<file path="src/core/sds_map.svh">
// Offsets, reset values, codes and timing constants of the descriptor store
`ifndef SDS_MAP_SVH
`define SDS_MAP_SVH
`define SDS_UNITS 4
`define SDS_ADDR_W 12
`define SDS_RGN_DEV 2'b00
`define SDS_RGN_CFG 2'b01
`define SDS_RGN_UNIT 2'b10
`define SDS_RGN_QRY 2'b11
`define SDS_QRY_REQ 10'h000
`define SDS_QRY_RESP 10'h001
`define SDS_QRY_STAT 10'h002
`define SDS_CODE_QREQ 8'h16
`define SDS_CODE_QRESP 8'h36
`define SDS_OFS_LENGTH 6'h00
`define SDS_OFS_TYPE 6'h01
`define SDS_OFS_PROTOCOL 6'h05
`define SDS_OFS_UNIT_COUNT 6'h06
`define SDS_OFS_WELL_KNOWN 6'h07
`define SDS_OFS_BOOT_ALLOW 6'h08
`define SDS_OFS_DESCR_ALLOW 6'h09
`define SDS_OFS_INIT_POWER 6'h0a
`define SDS_OFS_PRIORITY 6'h0b
`define SDS_OFS_REMOVAL 6'h0c
`define SDS_OFS_SECURE_UNIT 6'h0d
`define SDS_OFS_BG_LATENCY 6'h0e
`define SDS_OFS_ICC_LEVEL 6'h0f
`define SDS_OFS_SPEC_VER 6'h10
`define SDS_OFS_BUILD_DATE 6'h12
`define SDS_OFS_MAKER_STR 6'h14
`define SDS_OFS_PRODUCT_STR 6'h15
`define SDS_OFS_SERIAL_STR 6'h16
`define SDS_OFS_OEM_STR 6'h17
`define SDS_OFS_MAKER_CODE 6'h18
`define SDS_OFS_UCFG_BASE 6'h1a
`define SDS_OFS_UCFG_LEN 6'h1b
`define SDS_OFS_XFER_LIMIT 6'h1c
`define SDS_OFS_CLK_UPDATE 6'h1d
`define SDS_OFS_FEATURES 6'h1f
`define SDS_OFS_FW_TIMEOUT 6'h20
`define SDS_OFS_QUEUE_DEPTH 6'h21
`define SDS_OFS_DEV_REV 6'h22
`define SDS_OFS_PROT_AREAS 6'h24
`define SDS_OFS_PSA_MAX 6'h25
`define SDS_OFS_PSA_TIMEOUT 6'h29
`define SDS_OFS_REV_STR 6'h2a
`define SDS_CFG_CONT 7'h02
`define SDS_CFG_BOOT 7'h03
`define SDS_CFG_DESCR 7'h04
`define SDS_CFG_POWER 7'h05
`define SDS_CFG_PRIORITY 7'h06
`define SDS_CFG_REMOVAL 7'h07
`define SDS_CFG_ICC 7'h08
`define SDS_CFG_CLK 7'h09
`define SDS_CFG_UNIT0 7'h10
`define SDS_CFG_END 7'h50
`define SDS_UNIT_END 6'h23
`define SDS_DEV_LEN_VAL 8'h40
`define SDS_CFG_LEN_VAL 8'h90
`define SDS_UNIT_LEN_VAL 8'h23
`define SDS_DEV_ID_VAL 8'h00
`define SDS_CFG_ID_VAL 8'h01
`define SDS_UNIT_ID_VAL 8'h02
`define SDS_RST_WELL_KNOWN 8'h04
`define SDS_RST_INIT_POWER 8'h01
`define SDS_RST_PRIORITY 8'h7f
`define SDS_RST_SECURE_UNIT 8'h01
`define SDS_RST_BG_LATENCY 8'h05
`define SDS_RST_SPEC_VER 16'h0210
`define SDS_RST_XFER_LIMIT 8'h02
`define SDS_RST_FEATURES 8'h7f
`define SDS_RST_FW_TIMEOUT 8'h0a
`define SDS_RST_QUEUE_DEPTH 8'h20
`define SDS_RST_PROT_AREAS 8'h20
`define SDS_RST_PSA_TIMEOUT 8'h12
`define SDS_RST_UCFG 8'h10
`define SDS_RST_BLOCK_EXP 8'h0c
`define SDS_RST_PSA_SENS 8'h01
`define SDS_MIN_BLOCK_EXP 8'h0c
`define SDS_ALL_EQUAL 8'h7f
`define SDS_BG_UNIT_MS 10
`define SDS_CYC_PER_MS 125000
`endif

</file>
<file path="src/core/sds_pkg.sv">
// Types shared by the descriptor store
package sds_pkg;
  typedef enum logic [1:0] {
    SDS_Q_IDLE = 2'b00,
    SDS_Q_OPEN = 2'b01,
    SDS_Q_DEFER = 2'b10
  } sds_qstate_t;
  typedef struct packed {
    logic [7:0] enable_code;
    logic [7:0] boot_id;
    logic [7:0] protect_code;
    logic [7:0] block_exp;
  } sds_unit_t;
  typedef struct packed {
    logic [7:0] boot_allow;
    logic [7:0] descr_allow;
    logic [7:0] init_power;
    logic [7:0] priority_unit;
    logic [7:0] removal;
    logic [7:0] icc_level;
    logic [15:0] clock_update;
  } sds_devcfg_t;
  typedef struct packed {
    logic boot_enabled;
    logic descriptor_access;
    logic power_active;
    logic all_equal_priority;
    logic [7:0] priority_unit;
    logic [1:0] removal_mode;
    logic clock_period_valid;
    logic time_origin_select;
    logic [2:0] time_unit;
    logic [5:0] time_period;
    logic [3:0] units_enabled;
    logic [3:0] units_write_blocked;
    logic [3:0] units_boot_a;
    logic [3:0] units_boot_b;
    logic [7:0] unit_count;
    logic config_applied;
    logic bg_stop_late;
  } sds_status_t;
endpackage

</file>
<file path="src/core/sds_store.sv">
// Descriptor store: device, configuration and unit descriptors over APB
// Notes on behaviour
// Boot enable: 00h off, 01h on
// Descriptor access gated after partial boot init
// Reset power mode from initial power field
// Priority unit; 7Fh means all equal
// Removal method codes 00h-03h, rest reserved
// Background stop within latency times 10 ms
// Spec version 0210h in BCD
// Read-only maker code at offset 18h
// Outstanding transfer request limit reports 02h
// Clock update split: origin, unit, period
// Time unit zero makes period undefined
// Host picks origin by clock ownership
// Feature bitmap reports 7Fh, bit 7 reserved
// Firmware update timeout reports 0Ah seconds
// One shared queue of depth 20h
// Presolder state timeout field reports 12h
// Continuation 00h applies, 01h defers
// Unit count computed; four well-known units
// Unit enable: 00h enabled, 01h disabled
// Boot id: 00h none, 01h A, 02h B
// Protect code tied to its enable flag
// Block size exponent at least 0Ch
// Query request 16h answered by 36h
// Length at 00h, type at 01h
// Reserved reads zero; read-only writes ignored
// Applied configuration visible in descriptors
//
// The APB register port was chosen for this implementation.
`include "sds_map.svh"
`timescale 1ns/1ns
`default_nettype none
module sds_store
  import sds_pkg::*;
#(
  // Arbitrary value, not a real maker code
  parameter logic [15:0] MAKER_CODE = 16'h5a5a,
  parameter logic [15:0] BUILD_DATE = 16'h0000,
  parameter logic [15:0] DEVICE_REV = 16'h0000,
  parameter logic [31:0] PSA_MAX_DATA = 32'h0000_0000,
  parameter int unsigned BG_STOP_CYCLES =
    5 * `SDS_BG_UNIT_MS * `SDS_CYC_PER_MS
)(
  input wire logic mclk,
  input wire logic reset,
  input wire logic psel,
  input wire logic penable,
  input wire logic pwrite,
  input wire logic [11:0] paddr,
  input wire logic [31:0] pwdata,
  input wire logic boot_partial_phase,
  input wire logic init_done,
  input wire logic power_on_protect_flag,
  input wire logic permanent_protect_flag,
  input wire logic bg_stop_req,
  input wire logic bg_idle,
  output logic [31:0] prdata,
  output logic pready,
  output logic pslverr,
  output sds_status_t status
);

  typedef struct packed {
    sds_qstate_t qstate;
    logic [7:0] req_code;
    logic [7:0] resp_code;
    logic [7:0] cont_flag;
    sds_devcfg_t live;
    sds_devcfg_t staged;
    sds_unit_t [`SDS_UNITS-1:0] units;
    sds_unit_t [`SDS_UNITS-1:0] staged_units;
    logic bg_busy;
    logic [31:0] bg_cnt;
    sds_status_t status;
    logic [31:0] prdata;
    logic pready;
    logic pslverr;
  } sds_state_t;

  sds_state_t s_q;
  sds_state_t s_d;

  function automatic logic [7:0] pick(input logic ok, input logic [7:0] nv,
                                      input logic [7:0] ov);
    pick = ok ? nv : ov;
  endfunction

  function automatic logic [31:0] dev_word(input logic [5:0] idx,
                                           input sds_devcfg_t c,
                                           input logic [7:0] nlu);
    dev_word = 32'h0000_0000;
    case (idx)
      `SDS_OFS_LENGTH: dev_word[7:0] = `SDS_DEV_LEN_VAL;
      `SDS_OFS_TYPE: dev_word[7:0] = `SDS_DEV_ID_VAL;
      `SDS_OFS_PROTOCOL: dev_word[7:0] = 8'h00;
      `SDS_OFS_UNIT_COUNT: dev_word[7:0] = nlu;
      `SDS_OFS_WELL_KNOWN: dev_word[7:0] = `SDS_RST_WELL_KNOWN;
      `SDS_OFS_BOOT_ALLOW: dev_word[7:0] = c.boot_allow;
      `SDS_OFS_DESCR_ALLOW: dev_word[7:0] = c.descr_allow;
      `SDS_OFS_INIT_POWER: dev_word[7:0] = c.init_power;
      `SDS_OFS_PRIORITY: dev_word[7:0] = c.priority_unit;
      `SDS_OFS_REMOVAL: dev_word[7:0] = c.removal;
      `SDS_OFS_SECURE_UNIT: dev_word[7:0] = `SDS_RST_SECURE_UNIT;
      `SDS_OFS_BG_LATENCY: dev_word[7:0] = `SDS_RST_BG_LATENCY;
      `SDS_OFS_ICC_LEVEL: dev_word[7:0] = c.icc_level;
      `SDS_OFS_SPEC_VER: dev_word[15:0] = `SDS_RST_SPEC_VER;
      `SDS_OFS_BUILD_DATE: dev_word[15:0] = BUILD_DATE;
      `SDS_OFS_MAKER_STR: dev_word[7:0] = 8'h00;
      `SDS_OFS_PRODUCT_STR: dev_word[7:0] = 8'h01;
      `SDS_OFS_SERIAL_STR: dev_word[7:0] = 8'h02;
      `SDS_OFS_OEM_STR: dev_word[7:0] = 8'h03;
      `SDS_OFS_MAKER_CODE: dev_word[15:0] = MAKER_CODE;
      `SDS_OFS_UCFG_BASE: dev_word[7:0] = `SDS_RST_UCFG;
      `SDS_OFS_UCFG_LEN: dev_word[7:0] = `SDS_RST_UCFG;
      `SDS_OFS_XFER_LIMIT: dev_word[7:0] = `SDS_RST_XFER_LIMIT;
      `SDS_OFS_CLK_UPDATE: dev_word[15:0] = c.clock_update;
      `SDS_OFS_FEATURES: dev_word[7:0] = `SDS_RST_FEATURES;
      `SDS_OFS_FW_TIMEOUT: dev_word[7:0] = `SDS_RST_FW_TIMEOUT;
      `SDS_OFS_QUEUE_DEPTH: dev_word[7:0] = `SDS_RST_QUEUE_DEPTH;
      `SDS_OFS_DEV_REV: dev_word[15:0] = DEVICE_REV;
      `SDS_OFS_PROT_AREAS: dev_word[7:0] = `SDS_RST_PROT_AREAS;
      `SDS_OFS_PSA_MAX: dev_word = PSA_MAX_DATA;
      `SDS_OFS_PSA_TIMEOUT: dev_word[7:0] = `SDS_RST_PSA_TIMEOUT;
      `SDS_OFS_REV_STR: dev_word[7:0] = 8'h04;
      default: dev_word = 32'h0000_0000;
    endcase
  endfunction

  function automatic logic [31:0] unit_word(input logic [5:0] idx,
                                            input logic [1:0] u,
                                            input sds_unit_t d);
    unit_word = 32'h0000_0000;
    case (idx)
      6'h00: unit_word[7:0] = `SDS_UNIT_LEN_VAL;
      6'h01: unit_word[7:0] = `SDS_UNIT_ID_VAL;
      6'h02: unit_word[1:0] = u;
      6'h03: unit_word[7:0] = d.enable_code;
      6'h04: unit_word[7:0] = d.boot_id;
      6'h05: unit_word[7:0] = d.protect_code;
      6'h07: unit_word[7:0] = `SDS_RST_PSA_SENS;
      6'h0a: unit_word[7:0] = d.block_exp;
      default: unit_word = 32'h0000_0000;
    endcase
  endfunction

  function automatic logic [31:0] cfg_word(input logic [6:0] idx,
                                           input logic [7:0] cont,
                                           input sds_devcfg_t c,
                                           input sds_unit_t [`SDS_UNITS-1:0] su);
    logic [6:0] rel;
    rel = idx - `SDS_CFG_UNIT0;
    cfg_word = 32'h0000_0000;
    if (idx >= `SDS_CFG_UNIT0)
    begin
      case (rel[3:0])
        4'h0: cfg_word[7:0] = su[rel[5:4]].enable_code;
        4'h1: cfg_word[7:0] = su[rel[5:4]].boot_id;
        4'h2: cfg_word[7:0] = su[rel[5:4]].protect_code;
        4'h3: cfg_word[7:0] = su[rel[5:4]].block_exp;
        default: cfg_word = 32'h0000_0000;
      endcase
    end
    else
    begin
      case (idx)
        7'h00: cfg_word[7:0] = `SDS_CFG_LEN_VAL;
        7'h01: cfg_word[7:0] = `SDS_CFG_ID_VAL;
        `SDS_CFG_CONT: cfg_word[7:0] = cont;
        `SDS_CFG_BOOT: cfg_word[7:0] = c.boot_allow;
        `SDS_CFG_DESCR: cfg_word[7:0] = c.descr_allow;
        `SDS_CFG_POWER: cfg_word[7:0] = c.init_power;
        `SDS_CFG_PRIORITY: cfg_word[7:0] = c.priority_unit;
        `SDS_CFG_REMOVAL: cfg_word[7:0] = c.removal;
        `SDS_CFG_ICC: cfg_word[7:0] = c.icc_level;
        `SDS_CFG_CLK: cfg_word[15:0] = c.clock_update;
        default: cfg_word = 32'h0000_0000;
      endcase
    end
  endfunction

  logic [1:0] rgn;
  logic [9:0] word;
  logic setup;
  logic access;
  logic [6:0] crel;
  logic [7:0] wb;
  logic [7:0] nlu;

  assign rgn = paddr[11:10];
  assign word = paddr[11:2] & 10'h0ff;
  assign setup = psel & ~penable;
  assign access = psel & penable & s_q.pready;
  assign wb = pwdata[7:0];
  assign crel = 7'(word) - `SDS_CFG_UNIT0;

  always_comb
  begin
    s_d = s_q;
    s_d.pready = 1'b0;
    s_d.pslverr = 1'b0;
    s_d.prdata = 32'h0000_0000;
    nlu = 8'h00;
    // Answer decided in setup, so read data and error come from flops
    if (setup)
    begin
      s_d.pready = 1'b1;
      case (rgn)
        `SDS_RGN_DEV:
        begin
          if (word > 10'h03f)
            s_d.pslverr = 1'b1;
          else if (boot_partial_phase && s_q.live.descr_allow != 8'h01 &&
                   !pwrite)
            s_d.pslverr = 1'b1;
          else if (!pwrite)
            s_d.prdata = dev_word(word[5:0], s_q.live, s_q.status.unit_count);
        end
        `SDS_RGN_CFG:
        begin
          if (word >= 10'(`SDS_CFG_END))
            s_d.pslverr = 1'b1;
          else if (pwrite && s_q.qstate == SDS_Q_IDLE)
            s_d.pslverr = 1'b1;
          else if (pwrite && word[6:0] == `SDS_CFG_CONT && wb > 8'h01)
            s_d.pslverr = 1'b1;
          else if (!pwrite)
            s_d.prdata = cfg_word(word[6:0], s_q.cont_flag, s_q.staged,
                                  s_q.staged_units);
        end
        `SDS_RGN_UNIT:
        begin
          if (paddr[9:8] > 2'(`SDS_UNITS - 1) ||
              paddr[7:2] >= `SDS_UNIT_END || pwrite)
            s_d.pslverr = !pwrite || paddr[7:2] >= `SDS_UNIT_END;
          else
            s_d.prdata = unit_word(paddr[7:2], paddr[9:8],
                                   s_q.units[paddr[9:8]]);
        end
        `SDS_RGN_QRY:
        begin
          case (word)
            `SDS_QRY_REQ:
            begin
              s_d.prdata[7:0] = s_q.req_code;
              s_d.pslverr = pwrite && wb != `SDS_CODE_QREQ;
            end
            `SDS_QRY_RESP: s_d.prdata[7:0] = s_q.resp_code;
            `SDS_QRY_STAT: s_d.prdata[1:0] = s_q.qstate;
            default: s_d.pslverr = 1'b1;
          endcase
        end
        default: s_d.pslverr = 1'b1;
      endcase
    end

    // Writes land only at the access edge; a refused configuration write changes nothing, a refused query request still updates req_code and resp_code
    if (access && pwrite && rgn == `SDS_RGN_QRY && word == `SDS_QRY_REQ)
    begin
      s_d.req_code = wb;
      if (wb == `SDS_CODE_QREQ)
      begin
        s_d.resp_code = `SDS_CODE_QRESP;
        if (s_q.qstate == SDS_Q_IDLE)
          s_d.qstate = SDS_Q_OPEN;
      end
      else
        s_d.resp_code = 8'h00;
    end
    if (access && pwrite && !s_q.pslverr && rgn == `SDS_RGN_CFG)
    begin
      if (word[6:0] >= `SDS_CFG_UNIT0)
      begin
        case (crel[3:0])
          4'h0: s_d.staged_units[crel[5:4]].enable_code = wb;
          4'h1: s_d.staged_units[crel[5:4]].boot_id = wb;
          4'h2: s_d.staged_units[crel[5:4]].protect_code = wb;
          4'h3: s_d.staged_units[crel[5:4]].block_exp = wb;
          default: s_d.cont_flag = s_q.cont_flag;
        endcase
      end
      else
      begin
        case (word[6:0])
          `SDS_CFG_BOOT: s_d.staged.boot_allow = wb;
          `SDS_CFG_DESCR: s_d.staged.descr_allow = wb;
          `SDS_CFG_POWER: s_d.staged.init_power = wb;
          `SDS_CFG_PRIORITY: s_d.staged.priority_unit = wb;
          `SDS_CFG_REMOVAL: s_d.staged.removal = wb;
          `SDS_CFG_ICC: s_d.staged.icc_level = wb;
          `SDS_CFG_CLK: s_d.staged.clock_update = {6'h00, pwdata[9:0]};
          `SDS_CFG_CONT:
          begin
            s_d.cont_flag = wb;
            if (wb == 8'h01)
              s_d.qstate = SDS_Q_DEFER;
            else
            begin
              // Reserved codes keep the previous setting
              s_d.qstate = SDS_Q_IDLE;
              s_d.status.config_applied = 1'b1;
              s_d.live.boot_allow = pick(s_q.staged.boot_allow <= 8'h01,
                s_q.staged.boot_allow, s_q.live.boot_allow);
              s_d.live.descr_allow = pick(s_q.staged.descr_allow <= 8'h01,
                s_q.staged.descr_allow, s_q.live.descr_allow);
              s_d.live.init_power = pick(s_q.staged.init_power <= 8'h01,
                s_q.staged.init_power, s_q.live.init_power);
              s_d.live.priority_unit = pick(
                s_q.staged.priority_unit < 8'(`SDS_UNITS) ||
                s_q.staged.priority_unit == `SDS_ALL_EQUAL,
                s_q.staged.priority_unit, s_q.live.priority_unit);
              s_d.live.removal = pick(s_q.staged.removal <= 8'h03,
                s_q.staged.removal, s_q.live.removal);
              s_d.live.icc_level = pick(s_q.staged.icc_level <= 8'h0f,
                s_q.staged.icc_level, s_q.live.icc_level);
              if (s_q.staged.clock_update[8:7] != 2'b11)
                s_d.live.clock_update = s_q.staged.clock_update;
              for (int u = 0; u < `SDS_UNITS; u++)
              begin
                s_d.units[u].enable_code = pick(
                  s_q.staged_units[u].enable_code <= 8'h01,
                  s_q.staged_units[u].enable_code,
                  s_q.units[u].enable_code);
                s_d.units[u].boot_id = pick(
                  s_q.staged_units[u].boot_id <= 8'h02,
                  s_q.staged_units[u].boot_id, s_q.units[u].boot_id);
                s_d.units[u].protect_code = pick(
                  s_q.staged_units[u].protect_code <= 8'h02,
                  s_q.staged_units[u].protect_code,
                  s_q.units[u].protect_code);
                s_d.units[u].block_exp = pick(
                  s_q.staged_units[u].block_exp >= `SDS_MIN_BLOCK_EXP,
                  s_q.staged_units[u].block_exp,
                  s_q.units[u].block_exp);
              end
            end
          end
          default: s_d.cont_flag = s_q.cont_flag;
        endcase
      end
    end

    // Decoded view of the live settings
    s_d.status.boot_enabled = s_q.live.boot_allow == 8'h01;
    s_d.status.descriptor_access = s_q.live.descr_allow == 8'h01;
    if (init_done)
      s_d.status.power_active = s_q.live.init_power == 8'h01;
    s_d.status.all_equal_priority =
      s_q.live.priority_unit == `SDS_ALL_EQUAL;
    s_d.status.priority_unit = s_q.live.priority_unit;
    s_d.status.removal_mode = s_q.live.removal[1:0];
    s_d.status.time_origin_select = s_q.live.clock_update[9];
    s_d.status.time_unit = s_q.live.clock_update[8:6];
    s_d.status.clock_period_valid = s_q.live.clock_update[8:6] != 3'b000;
    s_d.status.time_period = s_q.live.clock_update[8:6] == 3'b000 ?
      6'h00 : s_q.live.clock_update[5:0];
    for (int u = 0; u < `SDS_UNITS; u++)
    begin
      s_d.status.units_enabled[u] = s_q.units[u].enable_code == 8'h00;
      if (s_q.units[u].enable_code == 8'h00)
        nlu = nlu + 8'h01;
      s_d.status.units_boot_a[u] = s_q.units[u].boot_id == 8'h01;
      s_d.status.units_boot_b[u] = s_q.units[u].boot_id == 8'h02;
      s_d.status.units_write_blocked[u] =
        (s_q.units[u].protect_code == 8'h01 && power_on_protect_flag) ||
        (s_q.units[u].protect_code == 8'h02 &&
         permanent_protect_flag);
    end
    s_d.status.unit_count = nlu;

    // Background stop watchdog; a new request clears a late flag
    if (bg_stop_req)
    begin
      s_d.bg_busy = ~bg_idle;
      s_d.bg_cnt = 32'h0000_0000;
      // A watch running out on the request edge still reports late
      s_d.status.bg_stop_late = s_q.bg_busy && !bg_idle &&
        s_q.bg_cnt >= BG_STOP_CYCLES - 1;
    end
    else if (s_q.bg_busy)
    begin
      if (bg_idle)
        s_d.bg_busy = 1'b0;
      else if (s_q.bg_cnt >= BG_STOP_CYCLES - 1)
      begin
        s_d.bg_busy = 1'b0;
        s_d.status.bg_stop_late = 1'b1;
      end
      else
        s_d.bg_cnt = s_q.bg_cnt + 32'h0000_0001;
    end
  end

  always_ff @(posedge mclk or posedge reset)
  begin
    if (reset)
    begin
      s_q <= '0;
      s_q.live.init_power <= `SDS_RST_INIT_POWER;
      s_q.live.priority_unit <= `SDS_RST_PRIORITY;
      s_q.staged.init_power <= `SDS_RST_INIT_POWER;
      s_q.staged.priority_unit <= `SDS_RST_PRIORITY;
      for (int u = 0; u < `SDS_UNITS; u++)
      begin
        s_q.units[u].block_exp <= `SDS_RST_BLOCK_EXP;
        s_q.staged_units[u].block_exp <= `SDS_RST_BLOCK_EXP;
      end
      s_q.status.power_active <= 1'b1;
      s_q.status.all_equal_priority <= 1'b1;
      s_q.status.priority_unit <= `SDS_RST_PRIORITY;
    end
    else
      s_q <= s_d;
  end

  assign prdata = s_q.prdata;
  assign pready = s_q.pready;
  assign pslverr = s_q.pslverr;
  assign status = s_q.status;

endmodule
`default_nettype wire

</file>
<file path="config.mk">
export PLATFORM = sky130hd
export DESIGN_NAME = sds_store
export DESIGN_NICKNAME = d
export VERILOG_FILES = /design/src/core/sds_pkg.sv /design/src/core/sds_store.sv
export VERILOG_INCLUDE_DIRS = /design/src /design/src/core
export SDC_FILE = /design/constraint.sdc
export NUM_CORES = 1
export LEC_CHECK = 0
export BUFFER_PORTS_ARGS = -buffer_cell sky130_fd_sc_hd__clkbuf_2
export CAP_MARGIN = 10
export CORE_MARGIN = 10
export CORE_UTILIZATION = 55
export CTS_CLUSTER_SIZE = 40
export DETAILED_ROUTE_END_ITERATION = 12
export HOLD_SLACK_MARGIN = 0.05
export PLACE_DENSITY = 0.8
export SYNTH_ARGS = -nofsm -noshare
export SYNTH_HDL_FRONTEND = slang
export SYNTH_SLANG_ARGS = --single-unit
</file>
<file path="constraint.sdc">
create_clock -name mclk -period 16.23 [get_ports mclk]
set_clock_uncertainty 0.05 [all_clocks]
set_input_delay 2.4345 -clock mclk [delete_from_list [all_inputs] [get_ports mclk]]
set_output_delay 2.4345 -clock mclk [all_outputs]
set_load 0.05 [all_outputs]
</file>
==> flow_summary.json, run 1 <==
{
  "status": "complete, no violations",
  "synth_adder_area_share_pct": 0.604,
  "drc_errors": 0,
  "r2r_cells": 7,
  "cts_resized": 0,
  "crit_arrival_ps": 6400,
  "cts_hold_buf": 0,
  "drt_first_iter_violations": 1929,
  "tritoncts": "built",
  "io_buffers": 92,
  "areaGrowthSynthToFinish_pct": 8.99,
  "via_per_inst": 6.49,
  "yosys_warnings": 0,
  "hold_path_class": "flop to flop",
  "clock_sinks": 484,
  "maxCapViolCount": 0,
  "hold_path_depth": 0,
  "crit_chain": "clkbuf_2 -> buf_4 -> inv_1 -> ha_2 -> buf_4 -> mux4_2 -> mux4_2 -> a2111oi_0 -> a211oi_1",
  "met2_usage_pct": 35.9,
  "cp_max_fo": 38,
  "grt_max_degree": 103,
  "dieHeight_um": 224,
  "synth.area.mux_share_pct": 18.9,
  "setup_tns_ps": 0,
  "rows": 74,
  "drt-pass1-iter-count": 7,
  "fin_crit_sh_pct": 37.2,
  "die_x_um": 224,
  "synth-xor-area-share_pct": 0.269,
  "yosys_register_bits": 484,
  "antenna_found_initial": 2,
  "grt_overflow_total": 0,
  "synth-main-ff-cell": "dfrtp_1",
  "dp_hpwl_um": 42100,
  "synth_top_family_by_area": "multiplexers",
  "met1_usage_pct": 32.9,
  "worstSetupPathType": "input port to flop",
  "gr-max-usage-layer": "met2",
  "grt_pass1_wl_um": 94700,
  "reg2reg_slack_ps": 12360,
  "gp_congestion": 0.973,
  "r2r_end": "s_d[71]$_DFFE_PP0P_",
  "r2r_start": "pslverr$_DFF_PP0_",
  "postSynthAreaPerCell_sq_um": 12.3,
  "hold_end": "status[45]$_DFF_PP1_",
  "cts.path.max_buffers": 3,
  "synth_edf_count": 0,
  "power_density_nw_per_um2": 101,
  "die_area_sq_um": 50000,
  "ys_types": 74,
  "worstPathRequired_ps": 16590,
  "fin_nets": 1930,
  "numCtsBuffers": 50,
  "ir_drop_mv": 0.0962,
  "power.leakage_nw": 11.5,
  "ys_seq_area_share_pct": 53.4,
  "syn_area_sq_um": 22800,
  "root_buffer": "clkbuf_16",
  "synth_compound_area_share_pct": 7.52,
  "async_flop_share_pct": 100,
  "rsz0062_at_grt": "no",
  "drv_slew": 0,
  "met3_usage_pct": 6.30,
  "htreeDepth": 2,
  "start_util_pct": 55.7,
  "clk_pin_slew_ps": 60,
  "wl_per_cell_um": 24.8,
  "ios": 140,
  "tightest_slew_ps": 1250,
  "timing.hold.ws_ps": 338,
  "post_cts_buffers": 0,
  "vias": 15800,
  "insertion_delay_ps": 600,
  "netlist_instances": 1857,
  "clock.fmax_ghz": 0.166,
  "hold_viol_final": 0,
  "wl_um": 60500,
  "crit_path_start_kind": "input port",
  "grt_pass1_vias": 15800,
  "synthSimpleGateAreaFrac_pct": 14.4,
  "period_minus_slack_ps": 6040,
  "core_sq_um": 40900,
  "endpoint_kind": "flop",
  "max_slew_margin_pct": 15.8,
  "holdCritStartpoint": "s_d[79]$_DFFE_PP1P_",
  "setup_viol_count_final": 0,
  "slowest_delay_ps": 870,
  "drive_gt1_share_pct": 27.2,
  "gr-usage-all-layers_pct": 24.0,
  "crit_path_top_delay_cell": "a2111oi_0",
  "ant_nets": 0
}
through the flow:
stage,util [%],total power (W),instances,area [sq um],setup slack [ps]
CTS,60.7,0.00251,2437,24800,10330
floorplan,-,0.00132,1880,22900,307
finish,60.7,0.00250,2439,24800,10190
global route,60.7,0.00257,2438,24800,10050
detailed placement,56.5,0.00135,2344,23100,9700
global placement,56.5,0.00135,2344,23100,9800
area by class of cell:
cell class,instances,area (sq um)
Fill cell,3083,16100
Clock buffer,77,1490
Tap cell,532,666
Multi-Input combinational cell,1188,9600
Sequential cell,484,12200
Clock inverter,16,195
Antenna cell,2,5.00
Timing Repair Buffer,108,581
Inverter,32,128
critical path, delay by kind of cell:
kind	cells	cell delay [ps]
AO/OA/AOI/OAI	2	1160
adder cells (fa/ha/maj)	1	360
buffers and inverters	4	1260
multiplexers	2	1130
cell usage in the layout, fill, tap and decap left out, drive strengths merged, types with 18 or more instances in the layout:
cell      n
a211oi   19
a21oi    37
a22oi    50
and2    122
clkbuf  169
conb     24
dfrtp   443
dfstp    41
inv      33
mux2    238
mux4     71
nand2   137
nand3    48
nand4    18
nor2     58
nor2b    33
nor3     38
nor4     50
o21ai    73
Yosys cell counts, types with 32 or more instances:
master    count  area [sq um]
a21oi_1      37           185
a22oi_1      50           375
and2_1      122           763
buf_4        84           631
clkbuf_1     62           233
dfrtp_1     443         11100
dfstp_2      41          1080
inv_1        32           120
mux2_1       59           664
mux2_2      179          2020
mux4_2       71          1600
nand2_1     131           492
nand3_1      37           185
nor2_1       58           218
nor2b_1      33           206
nor3_1       32           160
nor4_1       46           288
o21ai_0      70           350
where the power goes:
group | switching [W] | total [W] | internal (W)
Combinational | 0.0000930 | 0.000118 | 0.0000250
Clock | 0.000478 | 0.00117 | 0.000697
Sequential | 0.00000172 | 0.00121 | 0.00121
metal layers:
layer / part of all wire (%) / up-vias
met4: 3.2 / 2
met3: 11 / 126
li1: - / 6690
met1: 41 / 8192
met2: 46 / 820
met5: 0.023 / -
how the worst max path moves through the flow:
stage / to / cells after the start / from
final: prdata[4]$_DFF_PP0_ / 9 / paddr[6]
after CTS: s_d[71]$_DFFE_PP0P_ / 11 / paddr[6]
after detailed placement: s_d[71]$_DFFE_PP0P_ / 11 / paddr[6]
after global routing: s_d[72]$_DFFE_PP0P_ / 11 / paddr[6]
after global placement: prdata[4]$_DFF_PP0_ / 9 / paddr[6]
after floorplan: async pin / 1 / reset
cell families (layout without fill, tap and decap cells):
family          count (synthesis)  in the layout
mux                           311            311
fa+ha+maj                      11             11
simple gates                  581            581
compound gates                254            254
buf+inv                       208            233
xor+xnor                        7              7
flops                         484            484
other cells                     1             26
No activity file was read; power rests on OpenSTA's default activity.
==> run 2, diff against run 1 <==
--- a/config.mk
+++ b/config.mk
@@ -13,7 +13,7 @@
 export CTS_CLUSTER_SIZE = 40
 export DETAILED_ROUTE_END_ITERATION = 12
 export HOLD_SLACK_MARGIN = 0.05
-export PLACE_DENSITY = 0.8
+export PLACE_DENSITY = 0.77
 export SYNTH_ARGS = -nofsm -noshare
 export SYNTH_HDL_FRONTEND = slang
 export SYNTH_SLANG_ARGS = --single-unit
==> constraint.sdc (replaced) <==
create_clock -name mclk -period 5.75 [get_ports mclk]
set_clock_uncertainty 0.05 [all_clocks]
set_input_delay 0.8625 -clock mclk [delete_from_list [all_inputs] [get_ports mclk]]
set_output_delay 0.8625 -clock mclk [all_outputs]
set_load 0.05 [all_outputs]
==> flow_summary.json, run 2 (synthesis gave the netlist of run 1 again) <==
{
  "cts_hold_buf": 0,
  "seqPwrFrac_pct": 47.3,
  "insertion_delay_ps": 630,
  "gp_congestion": 0.971,
  "tightest_slew_ps": 1320,
  "start_util_pct": 55.7,
  "tritoncts": "built",
  "grt_pass1_vias": 15900,
  "status": "complete, no violations",
  "dp_cells": 2356,
  "rsz0062_at_grt": "no",
  "drive_gt1_share_pct": 28.1,
  "cp_max_fo": 10,
  "die_x_um": 224,
  "setup_viol_count_final": 0,
  "rows": 74,
  "htreeDepth": 2,
  "core_sq_um": 40900,
  "dieHeight_um": 224,
  "wl_um": 61500,
  "fin_cells": 2456,
  "clkPwrFrac_pct": 48.0,
  "ant_nets": 0,
  "clock_sinks": 484,
  "p_switching_w": 0.00169,
  "drt_first_iter_violations": 1722,
  "power.leakage_nw": 11.7,
  "path_common_cell": "and2_1",
  "numCtsBuffers": 52,
  "areaGrowthSynthToFinish_pct": 10.1,
  "crit_chain": "clkbuf_2 -> inv_1 -> ha_1 -> nor2b_1 -> a2111oi_4 -> and2_1 -> and2_1 -> nand3_1 -> mux2_2",
  "cts.path.max_buffers": 3,
  "via_per_inst": 6.36,
  "endpoint_kind": "flop",
  "intPower_w": 0.00553,
  "drt-pass1-iter-count": 5,
  "drc_errors": 0,
  "swShare_pct": 23.4,
  "clock.fmax_ghz": 0.255,
  "fin_util_pct": 61.3,
  "dp_hpwl_um": 43300,
  "timing.hold.ws_ps": 315,
  "crit_path_top_delay_cell": "a2111oi_4",
  "drv_slew": 0,
  "grt_max_degree": 186,
  "io_buffers": 92,
  "ir_drop_mv": 0.246,
  "gr-usage-all-layers_pct": 24.5,
  "slowest_delay_ps": 780,
  "fin_crit_sh_pct": 68.3,
  "worstSetupPathType": "input port to flop",
  "grt_overflow_total": 0,
  "die_area_sq_um": 50000,
  "crit_buf_inv": 2,
  "mostFrequentLayoutCell": "dfrtp_1",
  "wl_per_cell_um": 25.1,
  "cts_resized": 0,
  "hold_path_class": "input port to async pin",
  "maxCapViolCount": 0,
  "hold_viol_final": 0,
  "vias": 15600,
  "post_cts_buffers": 0,
  "crit_path_start_kind": "input port",
  "power_density_nw_per_um2": 288,
  "grt_pass1_wl_um": 96000,
  "worstPathRequired_ps": 6190,
  "crit_arrival_ps": 4370,
  "fin_nets": 1944,
  "ios": 140,
  "period_minus_slack_ps": 3930,
  "clk_pin_slew_ps": 60,
  "crit_family": "simple AND/OR/NAND/NOR gates",
  "mostFrequentLayoutCells": "dfrtp_1, mux2_2, nand2_1",
  "power_frac_comb_pct": 4.7,
  "root_buffer": "clkbuf_16",
  "max_slew_margin_pct": 11.6,
  "antenna_found_initial": 2
}
==> run 2: changes by cell type in the layout (fill, tap and decap cells not counted), sizes merged <==
| cell | previous run | this run |
|---|---|---|
| bufinv | 4 | 3 |
| clkinv | 8 | 13 |
| buf | 16 | 28 |
| inv | 33 | 34 |
==> run 2: worst paths after layout <==
path	start	end	slack [ps]	cells after the start
max in group asynchronous	reset	s_q[416]$_DFFE_PP0P_	3860	3
hold / removal	reset	async pin	320	2
min in group mclk	s_d[77]$_DFFE_PP1P_	status[43]$_DFF_PP1_	340	0
setup reg to reg	pslverr$_DFF_PP0_	s_d[72]$_DFFE_PP0P_	2170	6
hold reg to reg	s_d[77]$_DFFE_PP1P_	status[43]$_DFF_PP1_	340	0
setup / recovery	paddr[7]	s_d[72]$_DFFE_PP0P_	1820	9
==> run 2: worst register-to-register path, cell delays in order, from the launching register on <==
cell and delay (ps):
dfrtp_1 390, or3b_1 460, a2111oi_4 720, and2_1 240
and2_1 590, nand3_1 570, mux2_2 440
==> run 2: cell type report <==
class / instances / area, sq um
flip-flops and latches: 484 / 12200
diodes: 2 / 5.00
clock buffers: 77 / 1580
repair buffers: 120 / 718
well taps: 532 / 666
multi-input cells: 1188 / 9590
clock inverters: 21 / 233
fillers: 3177 / 15800
inverters: 32 / 124
==> run 2: per-layer routing <==
layer,wire length (um),GRT usage [%]
met5,0,0
met4,1990,8.44
met3,5540,6.37
met2,28300,37.3
met1,25700,33.6
==> run 2: metrics by stage <==
step	cell area (sq um)	setup WS (ps)	TNS, ps	total power (W)
after floorplan	22900	-1690	-748540	0.00373
after global placement	23300	1080	0	0.00381
after detailed placement	23300	1350	0	0.00382
after CTS	25100	1970	0	0.00726
after global routing	25100	1800	0	0.00744
final	25100	1820	0	0.00723
==> run 2: power groups by stage <==
stage / Sequential, W / Clock (W) / Combinational, W
floorplan: 0.00348 / 0 / 0.000248
global placement: 0.00348 / 0 / 0.000336
detailed placement: 0.00348 / 0 / 0.000340
CTS: 0.00342 / 0.00350 / 0.000342
global route: 0.00342 / 0.00365 / 0.000370
finish: 0.00342 / 0.00347 / 0.000343
==> run 3, diff against run 2 <==
--- a/config.mk
+++ b/config.mk
@@ -6,6 +6,7 @@
 export SDC_FILE = /design/constraint.sdc
 export NUM_CORES = 1
 export LEC_CHECK = 0
+export ABC_AREA = 1
 export BUFFER_PORTS_ARGS = -buffer_cell sky130_fd_sc_hd__clkbuf_2
 export CAP_MARGIN = 10
 export CORE_MARGIN = 10
@@ -13,7 +14,7 @@
 export CTS_CLUSTER_SIZE = 40
 export DETAILED_ROUTE_END_ITERATION = 12
 export HOLD_SLACK_MARGIN = 0.05
-export PLACE_DENSITY = 0.77
+export PLACE_DENSITY = 0.8
 export SYNTH_ARGS = -nofsm -noshare
 export SYNTH_HDL_FRONTEND = slang
 export SYNTH_SLANG_ARGS = --single-unit
==> constraint.sdc (replaced) <==
create_clock -name mclk -period 3.6 [get_ports mclk]
set_clock_uncertainty 0.05 [all_clocks]
set_input_delay 0.54 -clock mclk [delete_from_list [all_inputs] [get_ports mclk]]
set_output_delay 0.54 -clock mclk [all_outputs]
set_load 0.05 [all_outputs]
==> flow_summary.json, run 3 <==
{
  "status": "complete, no violations",
  "start_util_pct": 56.0,
  "htreeDepth": 2,
  "drv_slew": 0,
  "synth_compound_area_share_pct": 12.2,
  "r2r_cells": 6,
  "n_fill_cell": 4013,
  "clock_sinks": 484,
  "netlist_top_cells_count": "nand2_1, dfrtp_1, inv_1",
  "grt_overflow_total": 0,
  "ys_top_cells_by_area": "dfrtp_1, nand2_1, o21ai_0, inv_1, nor2_1",
  "core_sq_um": 45600,
  "grt_pass1_wl_um": 119000,
  "wl_um": 74900,
  "antenna_found_initial": 5,
  "hold_path_class": "input port to flop",
  "postSynthAreaPerCell_sq_um": 7.52,
  "setup_tns_ps": 0,
  "drive_gt1_share_pct": 9.70,
  "final-seq-area_sq_um": 12200,
  "async_flop_share_pct": 100,
  "tightest_slew_ps": 1180,
  "crit_path_start_kind": "input port",
  "ir_drop_mv": 0.410,
  "clk_pin_slew_ps": 60,
  "yosysMostFrequentCell": "nand2_1",
  "synth_top_family_by_area": "simple AND/OR/NAND/NOR gates",
  "tritoncts": "built",
  "die_x_um": 235,
  "grt_pass1_vias": 21500,
  "cts.path.max_buffers": 3,
  "grt_max_degree": 112,
  "post_cts_buffers": 0,
  "vias": 23100,
  "gp_congestion": 0.986,
  "mostFrequentLayoutCell": "nand2_1",
  "rows": 78,
  "mostFrequentLayoutCells": "nand2_1, dfrtp_1, inv_1",
  "dp_hpwl_um": 53200,
  "maxCapViolCount": 0,
  "ys_types": 50,
  "root_buffer": "clkbuf_16",
  "holdCritStartpoint": "pwdata[9]",
  "synth-xor-area-share_pct": 0.412,
  "drt-pass1-iter-count": 7,
  "drt_first_iter_violations": 2996,
  "power.leakage_nw": 14.0,
  "die_area_sq_um": 55400,
  "yosys_register_bits": 484,
  "io_buffers": 92,
  "endpoint_kind": "flop",
  "setup_viol_count_final": 0,
  "r2r_end": "s_q[329]$_DFFE_PP0P_",
  "drc_errors": 0,
  "dieHeight_um": 235,
  "yosys_warnings": 0,
  "power_density_nw_per_um2": 438,
  "startpoint": "paddr[7]",
  "cp_max_fo": 19,
  "hold_end": "s_q[383]$_DFFE_PP0P_",
  "worstPathRequired_ps": 4080,
  "multi_input_area_sq_um": 10700,
  "ys_seq_area_share_pct": 47.7,
  "clock.fmax_ghz": 0.389,
  "fin_util_pct": 61.0,
  "insertion_delay_ps": 600,
  "synth.area.mux_share_pct": 0.132,
  "synth_edf_count": 0,
  "numCtsBuffers": 52,
  "gr-usage-all-layers_pct": 26.4,
  "ant_nets": 0,
  "crit_arrival_ps": 3050,
  "fin_nets": 3457,
  "syn_area_sq_um": 25500,
  "fin_crit_sh_pct": 71.5,
  "wl_per_cell_um": 18.6,
  "synth_adder_area_share_pct": 0.539,
  "period_minus_slack_ps": 2570,
  "rsz0062_at_grt": "no",
  "synth_largest_area_cell": "dfrtp_1",
  "ios": 140,
  "synth_top_area_share_pct": 43.4,
  "areaGrowthSynthToFinish_pct": 8.99,
  "synthSimpleGateAreaFrac_pct": 28.2,
  "max_slew_margin_pct": 19.3,
  "synth-main-ff-cell": "dfrtp_1",
  "hold_path_depth": 2,
  "worstSetupPathType": "input port to flop",
  "reg2reg_slack_ps": 1210,
  "via_per_inst": 5.71,
  "hold_viol_final": 0,
  "netlist_instances": 3395
}
[run 3: worst max-delay path by stage]
stage,slack [ps],to
3_3_place_gp,540,flop
6_report,1030,prdata[5]$_DFF_PP0_
4_1_cts,1120,flop
5_1_grt,850,flop
3_5_place_dp,500,s_d[77]$_DFFE_PP1P_
2_1_floorplan,-3520,async pin
[run 3: area by class of cell]
cell class                 instances  area share [%]
antenna                            3          0.0270
inverter                         398            5.39
clock inverter                    19           0.756
clock buffer                      77            5.42
tap                              600            2.70
sequential                       484            43.7
multi-input combinational       2308            38.5
timing repair buffer             147            3.52
[run 3: kinds of logic after synthesis]
logic type	after synthesis
mux	3
buf+inv	626
compound gates	565
xor+xnor	12
flops	484
other cells	1
fa+ha+maj	11
simple gates	1693
[run 3: critical path, cell delays in order]
cell and delay (ps):
clkbuf_2 140, inv_1 150, ha_2 220, inv_2 110, nor2_4 440, inv_1 230, nor2_2 380, nand2_1 100
nand2_1 80, nor2_1 40, nand3_1 70, nand2_1 60, nor2_1 270, nor2_1 90, nor2_1 110
[run 3: routing by layer]
| metal | GRT usage, % | share of wire [%] | routed length, um |
|---|---|---|---|
| met1 | 35.8 | 41 | 30500 |
| met2 | 40.0 | 45 | 33500 |
| met3 | 5.63 | 10 | 7770 |
| met4 | 11.3 | 4.3 | 3190 |
| met5 | 0 | 0.027 | 20 |
[run 3: through the flow]
step / total power, W / cell area (sq um) / worst slack [ps] / hold slack, ps / cells
after floorplan: 0.00649 / 25600 / -3520 / 315 / 3418
after CTS: 0.0122 / 27800 / 1120 / 106 / 4033
after global routing: 0.0126 / 27800 / 854 / 136 / 4036
after global placement: 0.00680 / 26100 / 539 / 342 / 3935
after detailed placement: 0.00682 / 26100 / 497 / 339 / 3935
final: 0.0122 / 27800 / 1030 / 127 / 4036
[run 3: what timing repair did]
| item | 4_1_cts | 5_1_grt |
|---|---|---|
| gates resized for setup | 0 | 0 |
| hold endpoints to repair | 19 | 0 |
| hold buffers | 2 | 0 |
[run 3: power by group]
group          total, W  switching [W]  internal, W
logic           0.00111       0.000833     0.000275
registers       0.00565      0.0000896      0.00556
clock network   0.00543        0.00224      0.00318
total            0.0122        0.00317      0.00901
